--- src/sdct_pkg.sv ---
// sdct_pkg: constants, command codes and carrier types of the sdram
// command timing controller.
// assumes a single 50 MHz clock; times are converted to cycles here.
`default_nettype none
package sdct_pkg;

	// -------------------------------------------------------------
	// clock and speed grade
	// -------------------------------------------------------------
	localparam int CLK_NS     = 20;
	localparam bit GRADE_FAST = 1'b0;

	// -------------------------------------------------------------
	// timing limits, ns unless noted
	// -------------------------------------------------------------
	localparam int TRC_NS      = GRADE_FAST ? 75 : 100;
	localparam int TRAS_NS     = GRADE_FAST ? 45 : 60;
	localparam int TRAS_MAX_NS = 100000;
	localparam int PRECHARGE_PERIOD_NS = GRADE_FAST ? 20 : 24;
	localparam int TRCD_NS     = GRADE_FAST ? 20 : 24;
	localparam int TRRD_NS     = GRADE_FAST ? 15 : 20;
	localparam int CLOCK_ENABLE_RECOVERY_ADD_NS = 3;
	localparam int TDPL_CLK    = 2;
	localparam int TMRD_CLK    = 2;
	localparam int REF_MS      = 32;
	localparam int REF_ROWS    = 2048;
	localparam int POWER_UP_US = 200;
	localparam int INIT_REFS   = 2;
	localparam int CAS_LAT     = 2;

	// -------------------------------------------------------------
	// cycle counts: least times round up
	// -------------------------------------------------------------
	localparam int TRC_CYC  = (TRC_NS + CLK_NS - 1) / CLK_NS;
	localparam int TRAS_CYC = (TRAS_NS + CLK_NS - 1) / CLK_NS;
	localparam int PRECHARGE_PERIOD_CYC =
		(PRECHARGE_PERIOD_NS + CLK_NS - 1) / CLK_NS;
	localparam int TRCD_CYC = (TRCD_NS + CLK_NS - 1) / CLK_NS;
	localparam int TRRD_CYC = (TRRD_NS + CLK_NS - 1) / CLK_NS;
	localparam int CLOCK_ENABLE_RECOVERY_CYC =
		(CLK_NS + CLOCK_ENABLE_RECOVERY_ADD_NS + CLK_NS - 1) / CLK_NS;
	localparam int TDAL_CYC = TDPL_CLK + PRECHARGE_PERIOD_CYC;
	// longest times round down
	localparam int TRAS_MAX_CYC = TRAS_MAX_NS / CLK_NS;
	localparam int REFI_CYC =
		(REF_MS * 1000000 / CLK_NS) / REF_ROWS;
	localparam int POWER_UP_CYC = POWER_UP_US * 1000 / CLK_NS;

	// counter load values: a load of n-1 frees the command n cycles on
	localparam logic [3:0] TRC_LD  = 4'(TRC_CYC - 1);
	localparam logic [3:0] TRAS_LD = 4'(TRAS_CYC - 1);
	localparam logic [3:0] PRECHARGE_PERIOD_LD =
		4'(PRECHARGE_PERIOD_CYC - 1);
	localparam logic [3:0] TRCD_LD = 4'(TRCD_CYC - 1);
	localparam logic [3:0] TRRD_LD = 4'(TRRD_CYC - 1);
	localparam logic [3:0] CLOCK_ENABLE_RECOVERY_LD =
		4'(CLOCK_ENABLE_RECOVERY_CYC - 1);
	localparam logic [3:0] TDPL_LD = 4'(TDPL_CLK - 1);
	localparam logic [3:0] TDAL_LD = 4'(TDAL_CYC - 1);
	localparam logic [3:0] TMRD_LD = 4'(TMRD_CLK - 1);
	localparam logic [2:0] INIT_REFS_LD = 3'(INIT_REFS);
	localparam int RD_LAT = CAS_LAT + 3;

	// -------------------------------------------------------------
	// commands {cs_n, ras_n, cas_n, we_n} and mode word
	// -------------------------------------------------------------
	localparam logic [3:0] CMD_NOP = 4'h7;
	localparam logic [3:0] CMD_ACT = 4'h3;
	localparam logic [3:0] CMD_RD  = 4'h5;
	localparam logic [3:0] CMD_WR  = 4'h4;
	localparam logic [3:0] CMD_PRE = 4'h2;
	localparam logic [3:0] CMD_REF = 4'h1;
	localparam logic [3:0] CMD_MRS = 4'h0;
	// burst length 1, sequential, cas latency 2
	localparam logic [11:0] MODE_WORD = 12'h020;
	localparam int ADDR_BANK = 11;
	localparam int ADDR_AP   = 10;

	// -------------------------------------------------------------
	// types
	// -------------------------------------------------------------
	typedef enum logic [2:0] {
		ST_POWER, ST_INIT_PRE, ST_INIT_REF, ST_INIT_MRS,
		ST_IDLE, ST_RW, ST_PRE
	} sdct_state_t;

	typedef struct packed {
		logic        write;
		logic        auto_pre;
		logic        bank;
		logic [10:0] row;
		logic [7:0]  col;
		logic [15:0] wdata;
	} sdct_req_t;

	typedef struct packed {
		logic        cke;
		logic [3:0]  cmd;
		logic [11:0] addr;
		logic [1:0]  dqm;
	} sdct_pins_t;

	typedef struct packed {
		logic [3:0] act_cnt;
		logic [3:0] rw_cnt;
		logic [3:0] pre_cnt;
	} sdct_bank_t;

	function automatic logic [3:0] sdct_max(input logic [3:0] a,
		input logic [3:0] b);
		sdct_max = (a > b) ? a : b;
	endfunction

endpackage
`default_nettype wire

--- src/sdct_bank.sv ---
// sdct_bank: spacing counters of one sdram bank.
// assumes one-cycle command pulses from the controller on sys_clk.
`default_nettype none
module sdct_bank
	import sdct_pkg::*;
(
	input  wire logic sys_clk,
	input  wire logic rst,
	input  wire logic act,
	input  wire logic rw,
	input  wire logic wr,
	input  wire logic ap,
	input  wire logic pre,
	output logic      act_ok,
	output logic      rw_ok,
	output logic      pre_ok
);

	sdct_bank_t s_ff;
	sdct_bank_t nxt_s;

	// -------------------------------------------------------------
	// counters
	// -------------------------------------------------------------
	always_comb begin
		nxt_s = s_ff;
		if (s_ff.act_cnt != 4'h0)
			nxt_s.act_cnt = s_ff.act_cnt - 4'h1;
		if (s_ff.rw_cnt != 4'h0)
			nxt_s.rw_cnt = s_ff.rw_cnt - 4'h1;
		if (s_ff.pre_cnt != 4'h0)
			nxt_s.pre_cnt = s_ff.pre_cnt - 4'h1;
		if (act) begin
			nxt_s.act_cnt = TRC_LD;
			nxt_s.rw_cnt  = TRCD_LD;
			nxt_s.pre_cnt = TRAS_LD;
		end
		if (rw && ap) begin
			// internal precharge waits out the active time as well
			nxt_s.act_cnt = sdct_max(nxt_s.act_cnt,
				sdct_max(nxt_s.pre_cnt + PRECHARGE_PERIOD_LD + 4'h1,
				TDAL_LD));
		end else if (rw && wr) begin
			nxt_s.pre_cnt = sdct_max(nxt_s.pre_cnt, TDPL_LD);
		end
		if (pre)
			nxt_s.act_cnt = sdct_max(nxt_s.act_cnt,
				PRECHARGE_PERIOD_LD);
	end

	always_ff @(posedge sys_clk) begin
		if (rst)
			s_ff <= '0;
		else
			s_ff <= nxt_s;
	end

	assign act_ok = (s_ff.act_cnt == 4'h0);
	assign rw_ok  = (s_ff.rw_cnt == 4'h0);
	assign pre_ok = (s_ff.pre_cnt == 4'h0);

endmodule
`default_nettype wire

--- src/sdct_ctrl.sv ---
// sdct_ctrl: host controller for a 2-bank 16-bit sdram; power-on
// sequence, refresh and closed-page single-word access.
// assumes dq_in comes from the pad, outside the clock domain.
`default_nettype none
module sdct_ctrl
	import sdct_pkg::*;
#(
	parameter int POWER_UP_CYCLES = POWER_UP_CYC,
	parameter int REFI_CYCLES     = REFI_CYC,
	parameter int TRAS_MAX_CYCLES = TRAS_MAX_CYC
)
(
	input  wire logic        sys_clk,
	input  wire logic        rst,
	input  wire logic        req_valid,
	input  wire sdct_req_t   req,
	output logic             req_ready,
	output logic             init_done,
	output logic             rd_valid,
	output logic [15:0]      rd_data,
	output sdct_pins_t       pins,
	output logic [15:0]      dq_out,
	output logic             dq_oe_n,
	input  wire logic [15:0] dq_in
);

	typedef struct packed {
		sdct_state_t        st;
		logic [23:0]        wait_cnt;
		logic [23:0]        refi_cnt;
		logic               ref_pend;
		logic [3:0]         gap;
		logic [3:0]         rrd;
		logic [2:0]         init_refs;
		sdct_req_t          req;
		sdct_pins_t         pins;
		logic [15:0]        dq_out;
		logic               dq_oe_n;
		logic [RD_LAT-1:0]  rd_pipe;
		logic [15:0]        dq_s1;
		logic [15:0]        dq_s2;
		logic [15:0]        rd_data;
		logic               rd_valid;
		logic               init_done;
	} sdct_ctl_t;

	sdct_ctl_t  s_ff;
	sdct_ctl_t  nxt_s;
	logic [1:0] b_act;
	logic [1:0] b_rw;
	logic [1:0] b_pre;
	logic [1:0] act_ok;
	logic [1:0] rw_ok;
	logic [1:0] pre_ok;
	logic       can_act;
	logic       issue_rd;

	// -------------------------------------------------------------
	// per-bank timing trackers
	// -------------------------------------------------------------
	for (genvar i = 0; i < 2; i++) begin : g_bank
		sdct_bank u_bank (
			.sys_clk (sys_clk),
			.rst     (rst),
			.act     (b_act[i]),
			.rw      (b_rw[i]),
			.wr      (s_ff.req.write),
			.ap      (s_ff.req.auto_pre),
			.pre     (b_pre[i]),
			.act_ok  (act_ok[i]),
			.rw_ok   (rw_ok[i]),
			.pre_ok  (pre_ok[i])
		);
	end

	// -------------------------------------------------------------
	// command sequencing
	// -------------------------------------------------------------
	always_comb begin
		nxt_s = s_ff;
		b_act = 2'b00;
		b_rw = 2'b00;
		b_pre = 2'b00;
		issue_rd = 1'b0;
		nxt_s.pins.cmd = CMD_NOP;
		nxt_s.dq_oe_n = 1'b1;
		nxt_s.dq_s1 = dq_in;
		nxt_s.dq_s2 = s_ff.dq_s1;
		nxt_s.rd_valid = s_ff.rd_pipe[RD_LAT-1];
		if (s_ff.rd_pipe[RD_LAT-1])
			nxt_s.rd_data = s_ff.dq_s2;
		if (s_ff.wait_cnt != 24'h0000)
			nxt_s.wait_cnt = s_ff.wait_cnt - 24'h0001;
		if (s_ff.gap != 4'h0)
			nxt_s.gap = s_ff.gap - 4'h1;
		if (s_ff.rrd != 4'h0)
			nxt_s.rrd = s_ff.rrd - 4'h1;
		// refresh tick: a tick in the cycle of a refresh keeps it pending
		if (s_ff.init_done) begin
			if (s_ff.refi_cnt == 24'h0000) begin
				nxt_s.refi_cnt = 24'(REFI_CYCLES - 1);
			end else begin
				nxt_s.refi_cnt = s_ff.refi_cnt - 24'h0001;
			end
		end
		// row is closed within a few cycles of its activate, far below
		// the maximum active time, so no forced close is needed
		can_act = (s_ff.gap == 4'h0) && !s_ff.ref_pend &&
			act_ok[req.bank] && (s_ff.rrd == 4'h0);
		req_ready = (s_ff.st == ST_IDLE) && can_act;

		unique case (s_ff.st)
		ST_POWER: begin
			if (s_ff.wait_cnt == 24'h0000) begin
				nxt_s.pins.cke = 1'b1;
				nxt_s.gap = CLOCK_ENABLE_RECOVERY_LD;
				nxt_s.st = ST_INIT_PRE;
			end
		end
		ST_INIT_PRE: begin
			if (s_ff.gap == 4'h0) begin
				nxt_s.pins.cmd = CMD_PRE;
				nxt_s.pins.addr = 12'h000;
				nxt_s.pins.addr[ADDR_AP] = 1'b1;
				b_pre = 2'b11;
				nxt_s.init_refs = INIT_REFS_LD;
				nxt_s.st = ST_INIT_REF;
			end
		end
		ST_INIT_REF: begin
			if (s_ff.gap == 4'h0 && act_ok == 2'b11) begin
				nxt_s.pins.cmd = CMD_REF;
				nxt_s.gap = TRC_LD;
				nxt_s.init_refs = s_ff.init_refs - 3'h1;
				if (s_ff.init_refs == 3'h1)
					nxt_s.st = ST_INIT_MRS;
			end
		end
		ST_INIT_MRS: begin
			if (s_ff.gap == 4'h0) begin
				nxt_s.pins.cmd = CMD_MRS;
				nxt_s.pins.addr = MODE_WORD;
				nxt_s.gap = TMRD_LD;
				nxt_s.init_done = 1'b1;
				nxt_s.refi_cnt = 24'(REFI_CYCLES - 1);
				nxt_s.st = ST_IDLE;
			end
		end
		ST_IDLE: begin
			if (s_ff.ref_pend && s_ff.gap == 4'h0 &&
				act_ok == 2'b11) begin
				nxt_s.pins.cmd = CMD_REF;
				nxt_s.gap = TRC_LD;
				nxt_s.ref_pend = 1'b0;
			end else if (req_valid && can_act) begin
				nxt_s.req = req;
				nxt_s.pins.cmd = CMD_ACT;
				nxt_s.pins.addr = {req.bank, req.row};
				b_act[req.bank] = 1'b1;
				nxt_s.rrd = TRRD_LD;
				nxt_s.st = ST_RW;
			end
		end
		ST_RW: begin
			if (rw_ok[s_ff.req.bank]) begin
				nxt_s.pins.cmd = s_ff.req.write ? CMD_WR : CMD_RD;
				nxt_s.pins.addr = {s_ff.req.bank, s_ff.req.auto_pre,
					2'b00, s_ff.req.col};
				b_rw[s_ff.req.bank] = 1'b1;
				if (s_ff.req.write) begin
					nxt_s.dq_out = s_ff.req.wdata;
					nxt_s.dq_oe_n = 1'b0;
				end else begin
					issue_rd = 1'b1;
				end
				nxt_s.st = s_ff.req.auto_pre ? ST_IDLE : ST_PRE;
			end
		end
		ST_PRE: begin
			if (pre_ok[s_ff.req.bank]) begin
				nxt_s.pins.cmd = CMD_PRE;
				nxt_s.pins.addr = 12'h000;
				nxt_s.pins.addr[ADDR_BANK] = s_ff.req.bank;
				b_pre[s_ff.req.bank] = 1'b1;
				nxt_s.st = ST_IDLE;
			end
		end
		endcase

		if (s_ff.init_done && s_ff.refi_cnt == 24'h0000)
			nxt_s.ref_pend = 1'b1;
		nxt_s.rd_pipe = {s_ff.rd_pipe[RD_LAT-2:0], issue_rd};
	end

	always_ff @(posedge sys_clk) begin
		if (rst) begin
			s_ff <= '0;
			s_ff.wait_cnt <= 24'(POWER_UP_CYCLES - 1);
			s_ff.pins.cmd <= CMD_NOP;
			s_ff.dq_oe_n <= 1'b1;
		end else begin
			s_ff <= nxt_s;
		end
	end

	// -------------------------------------------------------------
	// outputs
	// -------------------------------------------------------------
	assign pins      = s_ff.pins;
	assign dq_out    = s_ff.dq_out;
	assign dq_oe_n   = s_ff.dq_oe_n;
	assign rd_data   = s_ff.rd_data;
	assign rd_valid  = s_ff.rd_valid;
	assign init_done = s_ff.init_done;

endmodule
`default_nettype wire

--- config.mk ---
export PLATFORM = sky130hd
export DESIGN_NAME = sdct_ctrl
export DESIGN_NICKNAME = d
export VERILOG_FILES = /design/src/sdct_pkg.sv /design/src/sdct_bank.sv /design/src/sdct_ctrl.sv
export SDC_FILE = /design/constraint.sdc
export NUM_CORES = 1
export LEC_CHECK = 0
export BUFFER_PORTS_ARGS = -buffer_cell sky130_fd_sc_hd__buf_2
export CAP_MARGIN = 0
export CORE_ASPECT_RATIO = 0.8
export CORE_UTILIZATION = 50
export CTS_CLUSTER_DIAMETER = 50
export DETAILED_ROUTE_END_ITERATION = 6
export HOLD_SLACK_MARGIN = 0.12
export PLACE_DENSITY = 0.73
export SLEW_MARGIN = 20
export SYNTH_ARGS = -nofsm -noshare
export SYNTH_HDL_FRONTEND = slang
export SYNTH_HIERARCHICAL = 1
export SYNTH_SLANG_ARGS = --single-unit
--- constraint.sdc ---
create_clock -name sys_clk -period 4.23 [get_ports sys_clk]
set_input_delay 0.2115 -clock sys_clk [delete_from_list [all_inputs] [get_ports sys_clk]]
set_output_delay 0.2115 -clock sys_clk [all_outputs]
set_load 0.03 [all_outputs]
; After elaboration in Yosys (flattened, before gate mapping)
; Cells that the tools add are included.
[word_totals]
reg_bits = 203
latchBits = 0
ram_bits = 0
mem_bits_ro = 0
input_bits = 57
output_inout_bits = 55
elab_cells = 216
n_memories = 0
[classes]
add_sub_neg = 15
n_mul = 0
n_div = 0
n_lt_le_gt_ge = 12
eq_ne = 17
shift = 0
n_mux = 84
bitwise = 3
reduce_logical = 53
[ops]
columns = operator, n
row1 = 4-bit two-way mux, 30
row2 = 24-bit two-way mux, 4
row3 = 15-bit two-way mux, 4
row4 = 12-bit case mux with 5 select lines, 1
row5 = 24-bit zero test, 2
row6 = 24-bit by 1-bit subtractor with 24-bit output (second input constant), 2
row7 = 12-bit two-way mux, 3
row8 = 3-bit two-way mux, 12
row9 = 4-bit zero test, 8
row10 = 4-bit nonzero test, 8
row11 = 4-bit by 1-bit subtractor with 4-bit output (second input constant), 8
row12 = 4-bit case mux with 6 select lines, 1
row13 = 24-bit nonzero test, 1
row14 = 3-bit case mux with 7 select lines, 1
row15 = 4-bit by 1-bit adder with 4-bit output (second input constant), 4
row16 = 4-bit by 1-bit greater-than comparator with 1-bit output (second input constant), 4
row17 = 2-bit two-way mux, 8
row18 = 2-bit inequality test (second input constant), 8
row19 = 4-bit case mux with 4 select lines, 1
row20 = 1-bit logical AND, 15
row21 = 14-bit two-way mux, 1
row22 = 1-bit two-way mux, 13
row23 = 2-bit nonzero test, 5
row24 = 3-bit equality test (second input constant), 3
row25 = 23 further kinds, 37

; Longest topological paths before layout
; Gate-level depths: netlist (run 1).
[depth]
depth_word = 20
mapped_depth = 20
mapped_depth_nobuf = 19

; Cells and area by module
; Netlist (run 1), hierarchy kept.
[by_module_without_submodules]
columns = module, n_inst, cells_per_inst, area_per_inst_um2, seq_area_each_um2
row1 = sdct_ctrl, 1, 843, 7438.4, 3563.4
row2 = sdct_bank (g_bank[0].u_bank), 1, 97, 845.8, 240.2
row3 = sdct_bank (g_bank[1].u_bank), 1, 103, 844.6, 240.2

; Least setup slack after synthesis (run 1)
; No wires, ideal clock.
[synth_timing]
path_kind = register to register
start = register g_bank[0].u_bank/s_ff[9] (netlist name)
end = register g_bank[1].u_bank/s_ff[8] (netlist name)
setup_time_ns = 0.088
arrival_ns = 4.069
t_required_ns = 4.142
slack_ns = 0.073
stages_incl_launch_ff = 19
path_buffers = 1
period_less_slack_ns = 4.157
cell_sequence = dfxtp_1 inv_1 ha_1 or3b_4 inv_1 mux2_2 nand4_1 nor3_1 clkbuf_1 a21oi_1 ha_1 xor2_1 a21oi_1 ha_1 nand3_1 o221ai_1 a21oi_2 nor3_1 a311oi_2
[synth_between]
elab_chain_len = 20
word_cells_on_any_way = 22
classes_between = add/sub (2) / order compare (3) / eq/ne (1) / mux (11) / reduce/logical (5)
[synth_rtl]
columns = element, line_no
row1 = start: declaration, sdct_bank.sv:19  ; sdct_bank_t s_ff;
row2 = start signal: assignment, sdct_bank.sv:55  ; s_ff <= nxt_s;
row3 = 4-bit zero test (*), sdct_bank.sv:58  ; assign act_ok = (s_ff.act_cnt == 4'h0);
row4 = named net act_ok[0], sdct_ctrl.sv:52  ; logic [1:0] act_ok;
row5 = 1-bit two-way mux (not written as such) (2 in a row), sdct_ctrl.sv:109  ; act_ok[req.bank] && (s_ff.rrd == 4'h0);
row6 = 1-bit logical AND, sdct_ctrl.sv:108  ; can_act = (s_ff.gap == 4'h0) && !s_ff.ref_pend &&
row7 = 1-bit logical AND, sdct_ctrl.sv:109
row8 = 1-bit logical AND, sdct_ctrl.sv:155  ; end else if (req_valid && can_act) begin
row9 = 2-bit two-way mux, sdct_ctrl.sv:155
row10 = 2-bit two-way mux (*), sdct_ctrl.sv:150  ; if (s_ff.ref_pend && s_ff.gap == 4'h0 &&
row11 = [1 not listed], --
row12 = named net b_act[1], sdct_ctrl.sv:49  ; logic [1:0] b_act;
row13 = [3 not listed], --
row14 = 4-bit by 2-bit greater-than comparator with 1-bit output, sdct_pkg.sv:111  ; sdct_max = (a > b) ? a : b;
row15 = 4-bit two-way mux, sdct_pkg.sv:111
row16 = 4-bit greater-than comparator, sdct_pkg.sv:111
row17 = 4-bit two-way mux, sdct_pkg.sv:111
row18 = 4-bit two-way mux (*), sdct_bank.sv:38  ; if (rw && ap) begin
row19 = 4-bit by 1-bit greater-than comparator with 1-bit output, sdct_pkg.sv:111
row20 = 4-bit two-way mux, sdct_pkg.sv:111
row21 = 4-bit two-way mux (*), sdct_bank.sv:46  ; if (pre)
row22 = end signal: assignment, sdct_bank.sv:55
row23 = end: declaration, sdct_bank.sv:19
; Mark *: on every way through the listed nets, which the timed path passes. The rest lies on a longest branch. The select of a mux whose other input is x is not followed.
; A chain may end at the register's enable or synchronous reset.

; Worst setup path in the final report (run 1)
[layout_timing]
start = register g_bank[0].u_bank/s_ff[9] (netlist name)
end = register g_bank[0].u_bank/s_ff[9] (netlist name)
[layout_between]
elab_chain_len = 20
word_cells_on_any_way = 25
classes_between = add/sub (3) / order compare (3) / eq/ne (1) / mux (12) / reduce/logical (6)
[layout_rtl]
columns = element, line_no
row1 = 4-bit zero test (*), sdct_bank.sv:58
row2 = named net act_ok[0], sdct_ctrl.sv:52
row3 = 1-bit two-way mux (not written as such) (2 in a row), sdct_ctrl.sv:109
row4 = 1-bit logical AND, sdct_ctrl.sv:108
row5 = 1-bit logical AND, sdct_ctrl.sv:109
row6 = 1-bit logical AND, sdct_ctrl.sv:155
row7 = 2-bit two-way mux, sdct_ctrl.sv:155
row8 = 2-bit two-way mux (*), sdct_ctrl.sv:150
row9 = [1 not listed], --
row10 = named net b_act[0], sdct_ctrl.sv:49
row11 = [3 not listed], --
row12 = 4-bit by 2-bit greater-than comparator with 1-bit output, sdct_pkg.sv:111
row13 = 4-bit two-way mux, sdct_pkg.sv:111
row14 = 4-bit greater-than comparator, sdct_pkg.sv:111
row15 = 4-bit two-way mux, sdct_pkg.sv:111
row16 = 4-bit two-way mux (*), sdct_bank.sv:38
row17 = 4-bit by 1-bit greater-than comparator with 1-bit output, sdct_pkg.sv:111
row18 = 4-bit two-way mux, sdct_pkg.sv:111
row19 = 4-bit two-way mux (*), sdct_bank.sv:46
; Marks and branches as above.

==> results of run 1 <==
report_power, final:
group / internal, mW / total, mW / switching (mW)
logic: 0.928 / 2.08 / 1.15
registers: 2.06 / 2.19 / 0.135
clock network: 1.11 / 1.86 / 0.748
cell type report:
cell class | instances | area (µm²)
clock buffers | 32 | 639
clock inverters | 6 | 68.8
fillers | 1473 | 6740
inverters | 41 | 154
multi-input cells | 703 | 4410
flip-flops and latches | 202 | 4050
well taps | 225 | 282
repair buffers | 185 | 1260
cell families (layout without fill, tap and decap cells):
kind of cell | after synthesis | in the layout | share of synthesized area [%]
other | 1 | 3 | 0.0411
AOI/OAI and AO/OA | 160 | 160 | 11.2
muxes | 25 | 25 | 2.86
DFF | 202 | 202 | 44.3
and+or+nand+nor | 435 | 435 | 24.8
buffers and inverters | 140 | 264 | 7.96
adders and majority gates | 26 | 26 | 3.56
xor gates and xnor gates | 54 | 54 | 5.26
layer usage:
metal  wire (µm)  global-route usage, %  up-vias
met1        9450                   28.3     3392
met2        9060                   34.0      189
met4         407                   6.76        0
met3        1080                   4.17       36
met5           0                      0        -
li1            -                      -     3735
timing repair:
action	4_1_cts	5_1_grt
hold buffers	54	0
gates resized for setup	0	9
setup endpoints to repair	0	8
setup buffers	0	7
hold endpoints to repair	54	0
worst min-delay path: stages:
cell and delay, ps:
buf_4 100, inv_1 200, nand2_1 110
stage by stage:
| stage | cell area (µm²) | power, mW | hold WS, ps |
|---|---|---|---|
| 2_1_floorplan | 9140 | 3.68 | 279 |
| 3_3_place_gp | 9510 | 4.03 | 416 |
| 3_5_place_dp | 9510 | 4.10 | 425 |
| 4_1_cts | 10800 | 6.02 | 155 |
| 5_1_grt | 10900 | 6.51 | 175 |
| 6_report | 10900 | 6.13 | 166 |
cells in the mapped netlist (all sizes together), types with 21 or more instances:
cell	n
nand2	106
xnor2	42
nand3	29
nor4	21
nor2b	47
o21ai	21
clkbuf	36
nor3	42
mux2i	22
ha	26
a21oi	76
nor2	105
buf	63
dfxtp	202
inv	41
registers in the layout, summed over array words and instances, names as in the netlist:
signal,cells
s_ff,106
rd_valid,1
nxt_s,21
rd_data,16
pins,16
dq_oe_n,1
g_bank.u_bank/s_ff,24
dq_out,16
init_done,1
how the worst max path moves through the flow:
| stage | to | slack, ps | cells past startpoint |
|---|---|---|---|
| 2_1_floorplan | g_bank[1].u_bank/s_ff[8] | 70 | 18 |
| 3_3_place_gp | g_bank[1].u_bank/s_ff[8] | 230 | 20 |
| 3_5_place_dp | g_bank[1].u_bank/s_ff[8] | 40 | 20 |
| 4_1_cts | g_bank[1].u_bank/s_ff[8] | 50 | 20 |
| 5_1_grt | g_bank[0].u_bank/s_ff[9] | 60 | 21 |
| 6_report | g_bank[0].u_bank/s_ff[9] | 260 | 21 |
==> impl_metrics.csv, run 1 <==
group,metric,value,unit
setup_path,cp-start-kind,"flip-flop",
floorplan,rows,43,
sta,worst_pin_slew,1010,ps
power_and_ir_drop,pwr_density_cell,565,nW/µm²
logic_synthesis,synthesis.area,9130,µm²
clocking,cts.sinks,202,
setup_path,worstSetupStartpoint,"g_bank[0].u_bank/s_ff[9]",
final_layout,layout.nets,1238,
hold_path,whs_path_depth,3,
placement,dp_hpwl,12600,µm
placement,pre_cts_slack,40.5,ps
sta,max-slew-margin-rel,32.7,%
logic_synthesis,synth_area_leaders,"dfxtp_1 (44%), nand2_1 (4.4%), nor2_1 (4.2%)",
grt,grt_pass1_vias,6924,
hold_path,worst_hold_path.endpoint,"s_ff[166]",
setup_path,required,4610,ps
logic_synthesis,synth_cells,1043,
clocking,cts_tree,"done",
routing,drtIter0Drc,463,
floorplan,initial_core_util,51.9,%
final_layout,fin_cells,1394,
routing,routed-via-count,7352,
sta,finalSetupTns,0,ps
setup_path,cp_cell_sequence,"inv_1 > ha_1 > or3b_4 > inv_1 > mux2_2 > nand4_1 > nor3_1 > buf_4 > a211oi_4 > inv_1 > ha_1 > xnor2_2 > nor2_2 > nor2_1 > ha_1 > and4b_1 > a211oi_2 > o211ai_1 > buf_4 > or2b_1 > o311a_1",
clocking,cts_made_buffers,22,
logic_synthesis,yosysTopAreaCell,"dfxtp_1",
final_layout,drive_gt1_share,16.9,%
status,outcome,"complete, no violations",
hold_path,hp-start,"rst",
setup_path,worst_setup_path_end_kind,"flip-flop",
logic_synthesis,synth.top_cell.area_share,44.3,%
setup_path,path_class,"flip-flop to flip-flop",
power_and_ir_drop,peakVddDrop,303,µV
floorplan,coreArea,17600,µm²
logic_synthesis,ys_types,72,
sta,drv_slew,0,
routing,first_pass_iters,7,
setup_path,reg2reg_setup_slack,260,ps
final_layout,syn_to_final_growth,18.9,%
sta,worst_clock_skew,15.6,ps
power_and_ir_drop,power.leakage,4.27,nW
sta,fmax,0.252,GHz
grt,gr-total-overflow,0,
flow_run,max_cap_viol_count,0,
final_layout,n_antenna_cell,0,
logic_synthesis,ys_seq_elements,202,
setup_path,r2r-end,"g_bank[0].u_bank/s_ff[9]",
setup_path,rr_startpoint,"g_bank[0].u_bank/s_ff[9]",
logic_synthesis,synth_edf_count,0,
clocking,htree_levels,1,
placement,placed_cells,1295,
logic_synthesis,yosysWarningCount,6,
setup_path,critical-path-top-delay-family,"simple AND/OR/NAND/NOR gates",
clocking,cts_root_buffer,"clkbuf_16",
sta,layout_setup_ws,258,ps
setup_path,cp.arrival,4350,ps
clocking,clock_latency,500,ps
final_layout,final_cell_mix,"dfxtp_1 (201), buf_2 (107), nand2_1 (106), nor2_1 (101), a21oi_1 (75)",
routing,drt-wirelength-per-cell,14.3,µm
routing,avgViaCountPerCell,5.27,
logic_synthesis,synthArstFlopShare,0,%
setup_path,cpMaxStageDelayCell,"dfxtp_2",
floorplan,fp.dieW,153,µm
setup_path,crit_buf_inv,5,
grt,grt_pass1_wl,32800,µm
routing,drc,0,
logic_synthesis,yosysSeqAreaShare,44.3,%
placement,finalWeightedCongestion,0.843,
logic_synthesis,synth_ff_type,"dfxtp_1",
grt,grt_max_degree,89,
setup_path,path_max_fanout,13,
final_layout,fin_util,61.7,%
sta,rsz0062_at_grt,"no",
setup_path,max_stage_delay,360,ps
routing,routed_wirelength,20000,µm
clocking,path_clk_slew,60,ps
sta,setup_viol,0,
setup_path,reg2reg_depth,21,
placement,portBuffers,108,
final_layout,final_common_cell,"dfxtp_1",
floorplan,die_area,18800,µm²
sta,hold_viol,0,
hold_path,hold_class,"input port to flip-flop",
clocking,cts.path.max_buffers,3,
logic_synthesis,synth.avg_cell_area,8.75,µm²
floorplan,io_pins,112,
grt,grt_usage,21.0,%
sta,fin_crit_sh,93.9,%
floorplan,die_h,123,µm
routing,ant_nets,0,
grt,antenna_found_initial,0,
sta,min_period,3970,ps
No activity file was read; power rests on OpenSTA's default activity.
==> run 2, diff against run 1 <==
--- a/config.mk
+++ b/config.mk
@@ -5,6 +5,7 @@
 export SDC_FILE = /design/constraint.sdc
 export NUM_CORES = 1
 export LEC_CHECK = 0
+export ABC_AREA = 1
 export BUFFER_PORTS_ARGS = -buffer_cell sky130_fd_sc_hd__buf_2
 export CAP_MARGIN = 0
 export CORE_ASPECT_RATIO = 0.8
==> run 2 against run 1 <==
Clock-buffer cell count shrank 4. Hold slack gained 8.6 ps. Utilization shrank 2.3 points. Critical path type unchanged.
==> impl_metrics.csv, run 2 <==
group,metric,value,unit
sta,fin_crit_sh,90.6,%
power_and_ir_drop,p_comb_share,34.2,%
power_and_ir_drop,switchingPower,2.20,mW
clocking,cts_made_buffers,22,
final_layout,multi_input_area,4410,µm²
setup_path,cp.arrival,4240,ps
clocking,cts_root_buffer,"clkbuf_16",
routing,first_pass_iters,5,
sta,setup_viol,0,
floorplan,die_h,126,µm
final_layout,n_antenna_cell,0,
grt,antenna_found_initial,0,
routing,routed_wirelength,22000,µm
logic_synthesis,synthArstFlopShare,0,%
logic_synthesis,synth_ff_type,"dfxtp_1",
sta,drv_slew,0,
final_layout,top_register,"s_ff",
logic_synthesis,yosysTopAreaCell,"dfxtp_1",
sta,max-slew-margin-rel,30.9,%
floorplan,rows,45,
floorplan,coreArea,19000,µm²
final_layout,fin_cells,1739,
routing,drt-wirelength-per-cell,12.7,µm
logic_synthesis,synth.most_common_cell,"nor2_1",
power_and_ir_drop,seqPwrFrac,35.1,%
final_layout,drive_gt1_share,13.6,%
final_layout,layout.nets,1550,
sta,finalSetupTns,0,ps
grt,grt_usage,22.3,%
final_layout,final_cell_mix,"nor2_1 (308), nand2_1 (215), dfxtp_1 (202), inv_1 (166), buf_2 (107)",
setup_path,cpMaxStageDelayCell,"dfxtp_1",
logic_synthesis,yosysWarningCount,6,
sta,fmax,0.261,GHz
setup_path,path_max_fanout,6,
sta,worst_clock_skew,14.2,ps
placement,dp_hpwl,14800,µm
setup_path,reg2reg_depth,34,
placement,finalWeightedCongestion,0.938,
power_and_ir_drop,swShare,35.6,%
floorplan,fp.dieW,157,µm
grt,grt_pass1_vias,7767,
power_and_ir_drop,pwr_density_cell,548,nW/µm²
final_layout,seq_area,4040,µm²
hold_path,whs_path_depth,3,
placement,portBuffers,108,
setup_path,required,4640,ps
clocking,cts.sinks,202,
floorplan,die_area,19900,µm²
logic_synthesis,synth.top_cell.area_share,41.8,%
power_and_ir_drop,power.leakage,5.26,nW
final_layout,syn_to_final_growth,16.7,%
final_layout,largest_reg_flops,106,
grt,gr-total-overflow,0,
logic_synthesis,synth_common_cells,"nor2_1 (311), nand2_1 (216), dfxtp_1 (202)",
status,outcome,"complete, no violations",
hold_path,hold_class,"input port to flip-flop",
clocking,clock_latency,500,ps
grt,grt_pass1_wl,36500,µm
final_layout,fin_util,59.4,%
logic_synthesis,synthesis.area,9660,µm²
clocking,cts_tree,"done",
logic_synthesis,synth_edf_count,0,
power_and_ir_drop,pwr-share-clk,30.6,%
routing,drc,0,
floorplan,io_pins,112,
flow_run,max_cap_viol_count,0,
setup_path,max_stage_delay,330,ps
grt,grt_max_degree,72,
power_and_ir_drop,peakVddDrop,329,µV
setup_path,worst_setup_path_end_kind,"flip-flop",
clocking,cts.path.max_buffers,3,
setup_path,cp-start-kind,"flip-flop",
sta,hold_viol,0,
clocking,htree_levels,1,
clocking,path_clk_slew,60,ps
logic_synthesis,yosysSeqAreaShare,41.8,%
logic_synthesis,ys_seq_elements,202,
routing,avgViaCountPerCell,4.90,
final_layout,final_common_cell,"nor2_1",
final_layout,nFillCells,1697,
sta,worst_pin_slew,1040,ps
routing,routed-via-count,8525,
setup_path,path_class,"flip-flop to flip-flop",
sta,min_period,3830,ps
logic_synthesis,synth_cells,1362,
power_and_ir_drop,power,6.18,mW
logic_synthesis,synth_area_leaders,"dfxtp_1 (42%), nor2_1 (12%), nand2_1 (8.4%)",
setup_path,critical_path.most_common_cell,"nand2_1",
routing,ant_nets,0,
floorplan,initial_core_util,50.9,%
routing,drtIter0Drc,563,
power_and_ir_drop,internal-power,3.98,mW
placement,placed_cells,1646,
logic_synthesis,ys_types,44,
logic_synthesis,synth.avg_cell_area,7.09,µm²
[run 2: changes by cell type after synthesis, sizes merged, moves of 20 or more]
cell | before | now
o21ai | 21 | 91
nand2 | 106 | 226
mux2i | 22 | 0
nor2 | 105 | 326
nor3 | 42 | 22
xnor2 | 42 | 15
nand3 | 29 | 65
nor2b | 47 | 0
inv | 41 | 176
[run 2: through the flow]
stage,instance area (µm²),setup WS (ps),hold WS [ps]
3_3_place_gp,9970,469,389
5_1_grt,11300,-2.72,157
6_report,11300,398,174
3_5_place_dp,9970,296,392
4_1_cts,11200,267,146
2_1_floorplan,9670,838,318
[run 2: area by class of cell]
type | count | share of cell area [%]
Clock inverter | 10 | 1.07
Inverter | 178 | 5.96
Sequential cell | 202 | 35.9
Multi-Input combinational cell | 898 | 39.1
Tap cell | 258 | 2.86
Timing Repair Buffer | 165 | 9.83
Clock buffer | 28 | 5.27
[run 2: worst paths after layout]
| check | start | end | slack, ps |
|---|---|---|---|
| worst min-delay path | req_valid | s_ff[126] | 170 |
| worst min register to register | nxt_s[21] | s_ff[21] | 400 |
| worst max-delay path | g_bank[0].u_bank/s_ff[8] | g_bank[0].u_bank/s_ff[8] | 400 |
| worst max register to register | g_bank[0].u_bank/s_ff[8] | g_bank[0].u_bank/s_ff[8] | 400 |
[run 2: critical path: cells and delay by family, from the launching register on]
family                     cells  cell delay, ps
and+or+nand+nor               21            2050
buffers and inverters          8             470
AOI/OAI and AO/OA              2             290
adders and majority gates      3             610
DFF                            1             330
[run 2: cells by family after synthesis]
logic type | after synthesis | synth area share, %
flip-flops | 202 | 41.8
AO/OA/AOI/OAI | 167 | 9.28
adder cells (fa/ha/maj) | 26 | 3.37
other | 1 | 0.0388
buffers and inverters | 264 | 13.0
XOR/XNOR | 33 | 2.99
AND/OR/NAND/NOR | 669 | 29.5
[run 2: power groups by stage]
stage	combinational (mW)	clock (mW)	sequential (mW)
2_1_floorplan	1.65	0	2.18
3_3_place_gp	1.97	0	2.20
3_5_place_dp	2.02	0	2.21
4_1_cts	2.08	1.94	2.17
5_1_grt	2.46	2.01	2.19
6_report	2.12	1.89	2.17
[run 2: timing repair]
item,in CTS,in global routing
endpoints found under the setup margin,0,5
hold endpoints to repair,70,0
resized for setup,0,9
hold buffers,55,0
setup buffers,0,0
[run 2: per-layer routing]
| metal | up-vias | part of all wire (%) | track usage [%] | wire length (µm) |
|---|---|---|---|---|
| li1 | 4429 | - | - | - |
| met1 | 3802 | 48 | 30.9 | 10500 |
| met2 | 248 | 44 | 35.2 | 9680 |
| met3 | 46 | 5.8 | 4.27 | 1270 |
| met4 | 0 | 2.5 | 6.23 | 540 |
| met5 | - | 0 | 0 | 0 |
